$ cat src/pkg/drsm_pkg.sv
// Package for the disturbance record directory page.
// Assumes one clock domain and a serial-bus front end that decodes frames.
`default_nettype none
package drsm_pkg;

  // ***********************************
  // Page map and request codes
  // ***********************************
  localparam logic [15:0] DIR_ADDR = 16'h3d00;
  localparam logic [7:0] FUNC_READ_HOLD = 8'h03;
  localparam logic [7:0] EXC_ILLEGAL_FUNC = 8'h01;
  localparam logic [7:0] EXC_ILLEGAL_ADDR = 8'h02;
  localparam int unsigned ENTRIES = 5;
  localparam int unsigned ENTRY_WORDS = 7;
  localparam logic [5:0] LAST_WORD = 6'h23;
  localparam logic [2:0] ENTRY_WORDS_W = 3'h7;
  localparam logic [2:0] ENTRIES_W = 3'h5;

  // ***********************************
  // Field codes and limits
  // ***********************************
  localparam logic [2:0] ORIGIN_MIN = 3'h1;
  localparam logic [2:0] ORIGIN_MAX = 3'h4;
  localparam logic [15:0] NUM_MIN = 16'h0001;
  localparam logic [15:0] ACK_SET = 16'h0001;
  localparam logic [31:0] EPOCH_1994_S = 32'h2d24_bd00;
  localparam logic [6:0] CHAR_MIN = 7'h20;
  localparam logic [7:0] CHAR_SUBST = 8'h20;
  localparam logic [15:0] INPUT_MASK = 16'h003f;
  localparam logic [15:0] CUR_DIS_MASK = 16'h0fff;
  localparam logic [15:0] FUNC_DIS_MASK = 16'h01ff;
  localparam logic [15:0] CONFIG_MAX = 16'h0004;
  localparam logic [15:0] VER_LETTER_BASE = 16'h000a;
  localparam logic [15:0] VER_DIGIT_SCALE = 16'h000a;

  // ***********************************
  // Types
  // ***********************************
  typedef enum logic [1:0] {
    ST_IDLE = 2'b00,
    ST_STREAM = 2'b01,
    ST_EXC = 2'b10
  } drsm_state_t;

  typedef struct packed {
    logic [15:0] number;
    logic [31:0] unix_s;
    logic [31:0] millis;
    logic [2:0] cause;
  } drsm_rec_in_t;

  typedef struct packed {
    logic [15:0] number;
    logic [31:0] seconds;
    logic [31:0] millis;
    logic [15:0] origin;
    logic [15:0] ack;
  } drsm_rec_t;

  typedef struct packed {
    logic [15:0] input_status;
    logic [15:0] current_prot_disable;
    logic [15:0] function_disable;
    logic [15:0] firmware_version;
    logic [15:0] hardware_version;
    logic [15:0] prot_configuration;
    logic [15:0] char_pair;
  } drsm_fmt_t;

  // Bytes below 20h or above 7Fh become a space
  function automatic logic [7:0] drsm_char(input logic [7:0] c);
    drsm_char = (c[7] == 1'b0 && c[6:0] >= CHAR_MIN) ? c : CHAR_SUBST;
  endfunction : drsm_char

endpackage : drsm_pkg
`default_nettype wire

$ cat src/core/drsm_directory.sv
// Read-only disturbance record directory page with the shared word formats.
// Assumes a frame decoder hands in one request at a time, synchronous to core_clk.
//
// Contract
// - Only function 03 at 3D00h returns directory
// - Word one holds stored record count
// - Seven words per entry, fixed field order
// - Dates: seconds double-word, then milliseconds double-word
// - Origin codes one to four by cause
// - Plain numeric fields stay within 1..65535
// - Text word packs two printable characters (code also passes 7Fh through unchanged)
// - Inputs one to six on bits 0-5
// - Current protection disable bits 0-11 only
// - Function disable bits 0-8 only
// - Firmware version is major digit, letter digit
// - Configuration code zero to four
// - Hardware revision letter as ten-based number
// - Record seconds count from first January 1994
`timescale 1ns/10ps
`default_nettype none
module drsm_directory #(
  parameter logic [3:0] FW_MAJOR = 4'h1,
  parameter logic [3:0] FW_MINOR = 4'h0,
  parameter logic [3:0] HW_REV = 4'h0
) (
  // Clock and reset
  input wire logic core_clk,
  input wire logic resetn,
  // Bus request
  input wire logic req_valid,
  input wire logic [7:0] req_func,
  input wire logic [15:0] req_addr,
  output logic req_ready,
  // Bus answer
  output logic rsp_valid,
  output logic [15:0] rsp_word,
  output logic rsp_last,
  output logic rsp_exc,
  output logic [7:0] rsp_exc_code,
  // Record capture
  input wire logic rec_valid,
  input wire drsm_pkg::drsm_rec_in_t rec_in,
  output logic rec_ready,
  output logic rec_err,
  // Acknowledge from the relay
  input wire logic ack_valid,
  input wire logic [15:0] ack_number,
  // Raw status for the format words
  input wire logic [5:0] logic_inputs,
  input wire logic [11:0] cur_prot_disabled,
  input wire logic [8:0] func_disabled,
  input wire logic [2:0] prot_config,
  input wire logic [15:0] text_chars,
  output drsm_pkg::drsm_fmt_t fmt_words
);

  // ***********************************
  // State
  // ***********************************
  drsm_pkg::drsm_state_t state_q, state_d;
  logic [5:0] idx_q, idx_d;
  drsm_pkg::drsm_rec_t store_q [drsm_pkg::ENTRIES];
  drsm_pkg::drsm_rec_t store_d [drsm_pkg::ENTRIES];
  logic [2:0] wr_ptr_q, wr_ptr_d;
  logic [2:0] count_q, count_d;
  logic req_ready_q, req_ready_d;
  logic rsp_valid_q, rsp_valid_d;
  logic [15:0] rsp_word_q, rsp_word_d;
  logic rsp_last_q, rsp_last_d;
  logic rsp_exc_q, rsp_exc_d;
  logic [7:0] rsp_exc_code_q, rsp_exc_code_d;
  logic rec_ready_q, rec_ready_d;
  logic rec_err_q, rec_err_d;
  drsm_pkg::drsm_fmt_t fmt_q, fmt_d;

  // ***********************************
  // Helpers
  // ***********************************
  function automatic logic [2:0] slot_add(input logic [2:0] a, input logic [2:0] b);
    logic [3:0] s;
    s = {1'b0, a} + {1'b0, b};
    slot_add = (s >= {1'b0, drsm_pkg::ENTRIES_W}) ? 3'(s - {1'b0, drsm_pkg::ENTRIES_W}) : s[2:0];
  endfunction : slot_add

  // Word at position idx of the page, idx 0 being word one
  function automatic logic [15:0] page_word(input logic [5:0] idx);
    logic [5:0] off;
    logic [2:0] ent;
    logic [2:0] fld;
    drsm_pkg::drsm_rec_t r;
    page_word = 16'h0000;
    off = idx - 6'h01;
    ent = 3'(off / {3'h0, drsm_pkg::ENTRY_WORDS_W});
    fld = 3'(off % {3'h0, drsm_pkg::ENTRY_WORDS_W});
    r = store_q[slot_add((count_q == drsm_pkg::ENTRIES_W) ? wr_ptr_q : 3'h0, ent)];
    if (idx == 6'h00)
    begin
      page_word = {13'h0000, count_q};
    end
    else if (ent < count_q)
    begin
      unique case (fld)
        3'h0: page_word = r.number;
        3'h1: page_word = r.seconds[31:16];
        3'h2: page_word = r.seconds[15:0];
        3'h3: page_word = r.millis[31:16];
        3'h4: page_word = r.millis[15:0];
        3'h5: page_word = r.origin;
        default: page_word = r.ack;
      endcase
    end
  endfunction : page_word

  // ***********************************
  // Request handling
  // ***********************************
  always_comb
  begin
    state_d = state_q;
    idx_d = idx_q;
    req_ready_d = req_ready_q;
    rsp_valid_d = 1'b0;
    rsp_word_d = rsp_word_q;
    rsp_last_d = 1'b0;
    rsp_exc_d = 1'b0;
    rsp_exc_code_d = rsp_exc_code_q;
    unique case (state_q)
      drsm_pkg::ST_IDLE:
      begin
        if (req_valid && req_ready_q)
        begin
          req_ready_d = 1'b0;
          if (req_func != drsm_pkg::FUNC_READ_HOLD)
          begin
            state_d = drsm_pkg::ST_EXC;
            rsp_exc_code_d = drsm_pkg::EXC_ILLEGAL_FUNC;
          end
          else if (req_addr != drsm_pkg::DIR_ADDR)
          begin
            state_d = drsm_pkg::ST_EXC;
            rsp_exc_code_d = drsm_pkg::EXC_ILLEGAL_ADDR;
          end
          else
          begin
            state_d = drsm_pkg::ST_STREAM;
            idx_d = 6'h00;
          end
        end
      end
      drsm_pkg::ST_STREAM:
      begin
        rsp_valid_d = 1'b1;
        rsp_word_d = page_word(idx_q);
        idx_d = idx_q + 6'h01;
        if (idx_q == drsm_pkg::LAST_WORD)
        begin
          rsp_last_d = 1'b1;
          state_d = drsm_pkg::ST_IDLE;
          req_ready_d = 1'b1;
        end
      end
      drsm_pkg::ST_EXC:
      begin
        rsp_valid_d = 1'b1;
        rsp_exc_d = 1'b1;
        rsp_last_d = 1'b1;
        rsp_word_d = 16'h0000;
        state_d = drsm_pkg::ST_IDLE;
        req_ready_d = 1'b1;
      end
      default:
      begin
        state_d = drsm_pkg::ST_IDLE;
        req_ready_d = 1'b1;
      end
    endcase
  end

  // ***********************************
  // Record store
  // ***********************************
  // Capture stalls while a page streams, so no record is added mid-answer; acknowledges still update ack words
  always_comb
  begin
    logic [31:0] secs;
    secs = 32'h0000_0000;
    store_d = store_q;
    wr_ptr_d = wr_ptr_q;
    count_d = count_q;
    rec_err_d = 1'b0;
    rec_ready_d = (state_d == drsm_pkg::ST_IDLE);
    if (ack_valid)
    begin
      for (int i = 0; i < drsm_pkg::ENTRIES; i++)
      begin
        if (store_q[i].number == ack_number && 3'(i) < count_q)
        begin
          store_d[i].ack = drsm_pkg::ACK_SET;
        end
      end
    end
    if (rec_valid && rec_ready_q)
    begin
      if (rec_in.cause < drsm_pkg::ORIGIN_MIN || rec_in.cause > drsm_pkg::ORIGIN_MAX)
      begin
        rec_err_d = 1'b1;
      end
      else
      begin
        // Times before 1994 clamp to zero rather than wrap
        secs = (rec_in.unix_s > drsm_pkg::EPOCH_1994_S) ?
          rec_in.unix_s - drsm_pkg::EPOCH_1994_S : 32'h0000_0000;
        store_d[wr_ptr_q].seconds = secs;
        store_d[wr_ptr_q].millis = rec_in.millis;
        store_d[wr_ptr_q].number = (rec_in.number < drsm_pkg::NUM_MIN) ?
          drsm_pkg::NUM_MIN : rec_in.number;
        store_d[wr_ptr_q].origin = {13'h0000, rec_in.cause};
        store_d[wr_ptr_q].ack = 16'h0000;
        wr_ptr_d = slot_add(wr_ptr_q, 3'h1);
        if (count_q != drsm_pkg::ENTRIES_W)
        begin
          count_d = count_q + 3'h1;
        end
      end
    end
  end

  // ***********************************
  // Format words
  // ***********************************
  always_comb
  begin
    fmt_d.input_status = {10'h000, logic_inputs} & drsm_pkg::INPUT_MASK;
    fmt_d.current_prot_disable = {4'h0, cur_prot_disabled} & drsm_pkg::CUR_DIS_MASK;
    fmt_d.function_disable = {7'h00, func_disabled} & drsm_pkg::FUNC_DIS_MASK;
    fmt_d.firmware_version = 16'({12'h000, FW_MAJOR} * drsm_pkg::VER_DIGIT_SCALE)
      + {12'h000, FW_MINOR};
    fmt_d.hardware_version = drsm_pkg::VER_LETTER_BASE + {12'h000, HW_REV};
    // Out-of-range codes read as disabled, the safe reading
    fmt_d.prot_configuration = ({13'h0000, prot_config} > drsm_pkg::CONFIG_MAX) ?
      16'h0000 : {13'h0000, prot_config};
    fmt_d.char_pair = {drsm_pkg::drsm_char(text_chars[15:8]),
      drsm_pkg::drsm_char(text_chars[7:0])};
  end

  // ***********************************
  // Registers
  // ***********************************
  always_ff @(posedge core_clk)
  begin
    if (!resetn)
    begin
      state_q <= drsm_pkg::ST_IDLE;
      idx_q <= 6'h00;
      wr_ptr_q <= 3'h0;
      count_q <= 3'h0;
      req_ready_q <= 1'b1;
      rsp_valid_q <= 1'b0;
      rsp_word_q <= 16'h0000;
      rsp_last_q <= 1'b0;
      rsp_exc_q <= 1'b0;
      rsp_exc_code_q <= 8'h00;
      rec_ready_q <= 1'b1;
      rec_err_q <= 1'b0;
      fmt_q <= '0;
      store_q <= '{default: '0};
    end
    else
    begin
      state_q <= state_d;
      idx_q <= idx_d;
      wr_ptr_q <= wr_ptr_d;
      count_q <= count_d;
      req_ready_q <= req_ready_d;
      rsp_valid_q <= rsp_valid_d;
      rsp_word_q <= rsp_word_d;
      rsp_last_q <= rsp_last_d;
      rsp_exc_q <= rsp_exc_d;
      rsp_exc_code_q <= rsp_exc_code_d;
      rec_ready_q <= rec_ready_d;
      rec_err_q <= rec_err_d;
      fmt_q <= fmt_d;
      store_q <= store_d;
    end
  end

  assign req_ready = req_ready_q;
  assign rsp_valid = rsp_valid_q;
  assign rsp_word = rsp_word_q;
  assign rsp_last = rsp_last_q;
  assign rsp_exc = rsp_exc_q;
  assign rsp_exc_code = rsp_exc_code_q;
  assign rec_ready = rec_ready_q;
  assign rec_err = rec_err_q;
  assign fmt_words = fmt_q;

endmodule : drsm_directory
`default_nettype wire

$ cat config.mk
export PLATFORM = sky130hd
export DESIGN_NAME = drsm_directory
export DESIGN_NICKNAME = d
export VERILOG_FILES = /design/src/pkg/drsm_pkg.sv /design/src/core/drsm_directory.sv
export SDC_FILE = /design/constraint.sdc
export NUM_CORES = 1
export LEC_CHECK = 0
export BUFFER_PORTS_ARGS = -buffer_cell sky130_fd_sc_hd__buf_4
export CAP_MARGIN = 10
export CORE_ASPECT_RATIO = 0.9
export CORE_MARGIN = 2
export CORE_UTILIZATION = 34
export CTS_CLUSTER_DIAMETER = 200
export DETAILED_ROUTE_END_ITERATION = 10
export PLACE_DENSITY = 0.57
export SYNTH_ARGS = -nofsm -noshare
export SYNTH_HDL_FRONTEND = slang
export SYNTH_SLANG_ARGS = --single-unit
$ cat constraint.sdc
create_clock -name core_clk -period 13.08 [get_ports core_clk]
set_input_delay 1.308 -clock core_clk [delete_from_list [all_inputs] [get_ports core_clk]]
set_output_delay 1.308 -clock core_clk [all_outputs]
set_load 0.02 [all_outputs]
## Word-level counts from Yosys, hierarchy flattened

Cells that the tools add are included.

| storage, ports and cells | value |
|---|---|
| output and inout bits | 142 |
| input port bits | 174 |
| logic and storage cells | 195 |
| register bits | 716 |

| cells by class | value |
|---|---|
| equality and inequality tests | 21 |
| bitwise gates (word level) | 6 |
| reduce and logical (&&, ||, !) cells | 28 |
| add/subtract/negate cells | 8 |
| divide/modulo/power cells | 2 |
| mux-type cells | 62 |
| $lt $le $gt $ge | 18 |

Operators by type and width:

| operator | number |
|---|---|
| bitwise mux 560 bit | 5 |
| demux 112 bit (select 3 bit) | 5 |
| 2-to-1 mux 464 bit | 2 |
| binary-select mux 112 bit (select 3 bit) | 1 |
| 2-to-1 mux 112 bit | 3 |
| 2-to-1 mux 16 bit | 14 |
| 2-to-1 mux 96 bit | 1 |
| one-hot mux 16 bit (6 select lines) | 1 |
| equality test 16 bit | 5 |
| 2-to-1 mux 32 bit | 2 |
| 2-to-1 mux 64 bit | 1 |
| 2-to-1 mux 52 bit | 1 |
| > comparator 32 x 30 -> 1 bit (second input constant) | 1 |
| 2-to-1 mux 8 bit | 4 |
| one-hot mux 16 bit (2 select lines) | 1 |
| subtractor 32 x 30 -> 32 bit (second input constant) | 1 |
| 2-to-1 mux 6 bit | 3 |
| < comparator 16 x 1 -> 1 bit (second input constant) | 1 |
| inequality test 16 x 14 -> 1 bit (second input constant) | 1 |
| >= comparator 7 x 6 -> 1 bit (second input constant) | 2 |
| 2-to-1 mux 3 bit | 4 |
| one-hot mux 6 bit (2 select lines) | 1 |
| logical AND 1 bit | 10 |
| AND reduction 2 bit | 5 |
| 40 further kinds | 70 |

## Depth between registers and ports, before layout

| depth | value |
|---|---|
| depth after elaboration | 13 |
| mapped depth | 41 |
| depth with buffers taken out | 34 |

## Worst setup path before layout

No wires, ideal clock.

| timing path | value |
|---|---|
| path type | register to register |
| start | reg idx_q[0] |
| end | reg rsp_word_q[10] (netlist: rsp_word[10]) |
| path slack | 4.004 ns |
| arrival | 8.942 ns |
| period minus slack after synthesis | 9.076 ns |
| library setup time | 0.134 ns |
| required time | 12.946 ns |
| stages on the path, launching flop included | 40 |
| path through | dfxtp_1 buf_6 inv_1 clkbuf_1 clkbuf_1 ha_1 nor3b_1 xnor2_1 ha_1 clkbuf_1 a31oi_1 a221oi_2 or2_4 o22ai_1 o21ai_0 ha_1 and2_1 a31oi_4 (+4 left out) nand3_1 or2_1 buf_6 nand2_1 ha_1 inv_1 fa_1 ha_1 nand2b_1 a21boi_1 xnor2_1 clkbuf_1 buf_1 mux4_2 a222oi_1 a221oi_1 o311ai_1 o211ai_1 |

| between the ends | value |
|---|---|
| cells in the longest elaborated chain, start to end | 13 |
| elaborated cells between the ends (all ways) | 23 |

RTL lines:

| element | RTL line | RTL |
|---|---|---|
| from (decl) | drsm_directory.sv:61 | `logic [5:0] idx_q, idx_d;` |
| from (signal assigned) | drsm_directory.sv:271 | `idx_q <= idx_d;` |
| subtractor 6 x 1 -> 6 bit | drsm_directory.sv:92 | `off = idx - 6'h01;` |
| divider 6 x 3 -> 6 bit | drsm_directory.sv:93 | `ent = 3'(off / {3'h0, drsm_pkg::ENTRY_WORDS_W});` |
| adder 3 x 3 -> 4 bit | drsm_directory.sv:81 | `s = {1'b0, a} + {1'b0, b};` |
| >= comparator 4 x 3 -> 1 bit / subtractor 3 bit (equally long branches) | drsm_directory.sv:82 | `slot_add = (s >= {1'b0, drsm_pkg::ENTRIES_W}) ? 3'(s - {1'b0, drsm_pkg::ENTRIES_W}) : s[2:0];` |
| 2-to-1 mux 3 bit | drsm_directory.sv:82 |  |
| NOT 3 -> 4 bit | drsm_directory.sv:95 | `r = store_q[slot_add((count_q == drsm_pkg::ENTRIES_W) ? wr_ptr_q : 3'h0, ent)];` |
| binary-select mux 112 bit (select 3 bit) | drsm_directory.sv:95 |  |
| 2-to-1 mux 112 bit (2 in series) | drsm_directory.sv:95 |  |
| one-hot mux 16 bit (6 select lines) | drsm_directory.sv:102 | `unique case (fld)` |
| 2-to-1 mux 16 bit | drsm_directory.sv:100 | `else if (ent < count_q)` |
| 2-to-1 mux 16 bit * | drsm_directory.sv:96 | `if (idx == 6'h00)` |
| one-hot mux 16 bit (2 select lines) * | drsm_directory.sv:127 | `unique case (state_q)` |
| to (signal assigned) | drsm_directory.sv:276 | `rsp_word_q <= rsp_word_d;` |
| to (decl) | drsm_directory.sv:68 | `logic [15:0] rsp_word_q, rsp_word_d;` |

Every way passes the cells marked *; elsewhere a longest branch is shown, timed or not. The select of a mux whose other input is x is not followed.
A chain may end at the register's enable or synchronous reset.

## Worst setup path after layout

| timing path | value |
|---|---|
| start | reg idx_q[0] |
| end | reg rsp_word_q[3] (netlist: rsp_word[3]) |

The elaborated chain is that of the path after synthesis.

==> summary.md <==
| Metric | Value |
|---|---|
| Status | `finished clean` |
| Worst Setup Start Kind | `flip-flop` |
| 1st-pass router iterations | `6` |
| Synth Flop Type | `dfxtp_1` |
| Placed Cells | `3421` |
| Overall routing resource usage | `0.221` |
| H-tree levels | `2` |
| CTS Buf Count | `59` |
| Filler Cells Inserted | `about 7000` |
| Yosys reg bits | `580` |
| Horiz. Die Dim | `292 um` |
| Min Clock Period, post-route | `roughly 11 ns` |
| WP data required | `about 14 ns` |
| Pre-CTS WS | `around 2.1 ns` |
| FF+latch area | `between 10000 and 15000 um^2` |
| Dominant cells by area after synthesis | `dfxtp_1, a22o_1, mux4_2, and2_1, nand2_1` |
| Reg-to-Reg Start | `idx_q[0]` |
| Clock Sinks | `580` |
| Proportion of layout cells with a drive suffix above 1 | `0.202` |
| Part of the power in registers | `0.465` |
| Slew HR | `0.188` |
| Initial Util | `0.345` |
| Critical-path top delay cell | `mux2_4` |
| RSZ-0062 raised after global routing | `no` |
| Commonest cells post-synth | `dfxtp_1, a22o_1, nand2_1` |
| Crit path largest cell delay | `0.80 ns` |
| DRT iter0 DRCs | `~2200` |
| VDD IR max | `0.0991 mV` |
| Number of global-route vias before repair | `20135` |
| Count leader, synth | `dfxtp_1` |
| CP most frequent cell | `ha_1` |
| GRT overflow | `0` |
| Final setup vio count | `0` |
| First-pass GRT wire length | `approximately 130000 um` |
| Crit Path Category | `reg -> reg` |
| CP Launch Point | `idx_q[0]` |
| Tcrit/Tclk final | `0.857` |
| Leak | `11.4 nW` |
| Clock Latency Late Sink | `~0.63 ns` |
| Post_cts resized | `0` |
| Remaining DRCs | `0` |
| Part of the Yosys area used for sequential elements | `0.459` |
| PwrDens | `132 nW/um^2` |
| Core ar. | `73400 um^2` |
| Wire length on met1 | `about 38000 um` |
| Metal2 WL | `40000 um` |
| Final ANT Viol Nets | `0` |
| WL final | `88500 um` |
| WL/cell | `25.1 um` |
| Setup WS post-layout | `1.87 ns` |
| Die area | `76700 um^2` |
| Num ports | `316` |
| # rows | `94` |
| Vias post-DR | `roughly 21000` |
| Util after Layout | `0.406` |
| Top sig layer | `met4` |
| Synth warn | `0` |
| P_int | `approximately 3.0 mW` |
| Ys async rst share | `0` |
| Final GP Congestion | `0.934` |
| Clk buf depth | `3` |
| Total power | `just under 4 mW` |
| Root buf cell | `clkbuf_16` |
| Buffers added on ports | `about 250` |
| Synth Instances | `2378` |
| Crit path DAT | `11.70 ns` |
| Largest net degree at the start of global routing | `86` |
| Worst-path fanout max | `41` |
| Worst Setup End Kind | `flip-flop` |
| Switching Fraction | `0.238` |
| Die Y | `263 um` |
| NetSw | `934 uW` |
| Setup bufs post-CTS | `0` |
| Max Slew Vio Count | `0` |
| Comb pwr share | `0.072` |
| Slew @ Worst Pin | `roughly 1.2 ns` |
| Multi-input gate area | `12600 um^2` |
| Synth top area share | `0.459` |
| Total of max-cap violations | `0` |
| Met3 wire length | `7790 um` |
| Setup TNS Final | `0 ns` |
| Mapped Area | `~25000 um^2` |
| Hold Startpoint | `rsp_exc_code[0]` |
| Clock Power Share | `0.463` |
| Netlist cell types | `96` |
| Hold Buf Count CTS | `0` |
| Initial antenna violation count | `1` |
| Synth Area per Inst | `approximately 11 um^2` |
| Post-synth EDFFs | `0` |
| Layout area overhead | `17.6%` |
| Fmax | `89.2 MHz` |
| Post-synth top area cell | `dfxtp_1` |
| Reg clk slew, reported paths | `0.06 ns` |
| Layout Cells excl Fill | `3529` |
| DP Wirelength | `58200 um` |
| # nets final | `about 2700` |
| FF-to-FF setup slack | `1.87 ns` |
| Vias per inst | `5.86` |
| Worst hold path class | `reg -> reg` |
| Hold Fails Final Rpt | `0` |
| TritonCTS clock tree | `built` |
| Clk_skew | `0.0223 ns` |
critical path, delay by kind of cell (launching register included):
family	cells	cell delay [ns]
AND/OR/NAND/NOR	9	1.92
multiplexers	2	1.16
buffers and inverters	5	1.47
AO/OA/AOI/OAI	10	3.10
flip-flops	1	0.29
XOR/XNOR	2	0.47
adder cells (fa/ha/maj)	7	2.55
stage by stage:
| stage | cell area [um^2] | hold slack (ns) |
|---|---|---|
| 2_1_floorplan | 25600 | 0.420 |
| 3_3_place_gp | 27700 | 0.429 |
| 3_5_place_dp | 27700 | 0.440 |
| 4_1_cts | 29800 | 0.452 |
| 5_1_grt | 29800 | 0.470 |
| 6_report | 29800 | 0.443 |
cells in the final DEF (no fill, tap or decap), types with 14 or more instances in the layout:
cell	Yosys	layout
a211oi_1	16	16
a21oi_1	25	24
a221oi_1	46	46
a222oi_1	16	16
a22o_1	366	366
a22oi_1	48	48
and2_1	123	123
buf_4	76	273
clkbuf_16	0	61
clkbuf_8	0	18
conb_1	1	70
dfxtp_1	580	580
ha_1	23	23
inv_1	34	34
mux2i_1	14	14
mux4_2	90	90
nand2_1	178	178
nand3_1	26	26
nand4_1	19	19
nor2_1	49	44
nor4_1	21	21
o211ai_1	15	15
o21ai_0	117	117
or3_1	20	20
xnor2_1	74	72
xor2_1	37	37
cells by family (layout without fill, tap and decap cells):
logic type                 after synthesis  after routing  share of synthesized area
AOI/OAI and AO/OA                      752            752                      0.239
DFF                                    580            580                      0.459
and+or+nand+nor                        506            506                      0.105
buffers and inverters                  296            417                     0.0580
xor gates and xnor gates               112            112                     0.0395
muxes                                  107            107                     0.0870
adders and majority gates               24             24                     0.0122
other                                    1             71                   0.000148
registers in the layout, summed over array words and instances, names as in the netlist:
register,count
rec_ready,1
count_q,3
rsp_exc,1
rec_err,1
req_ready,1
rsp_valid,1
rsp_word,16
rsp_last,1
wr_ptr_q,3
idx_q,6
rsp_exc_code,2
state_q,2
fmt_words,47
store_q,495
final timing paths:
check                    endpoint  cells past startpoint
hold / removal    rsp_exc_code[0]                      2
setup / recovery      rsp_word[3]                     35
setup reg to reg      rsp_word[3]                     35
hold reg to reg   rsp_exc_code[0]                      2
power by group through the flow:
stage,logic [mW],registers (mW),clock network (mW)
after floorplan,0.152,1.86,0
after global placement,0.275,1.86,0
after detailed placement,0.279,1.86,0
after CTS,0.280,1.82,1.85
after global routing,0.300,1.82,1.91
final,0.283,1.82,1.81
per-layer routing:
layer  track usage  vias up
li1              -     9118
met4        0.0740        0
met5             0        -
met1         0.302    10343
met2         0.345     1060
met3        0.0485      160
layout make-up:
cell class                 count  area share
antenna                        1   0.0000840
clock buffer                  87      0.0606
clock inverter                20     0.00962
inverter                      34     0.00429
multi-input combinational   1571       0.424
sequential                   580       0.390
tap                          960      0.0403
timing repair buffer         276      0.0708
No activity file was read; power rests on OpenSTA's default activity.
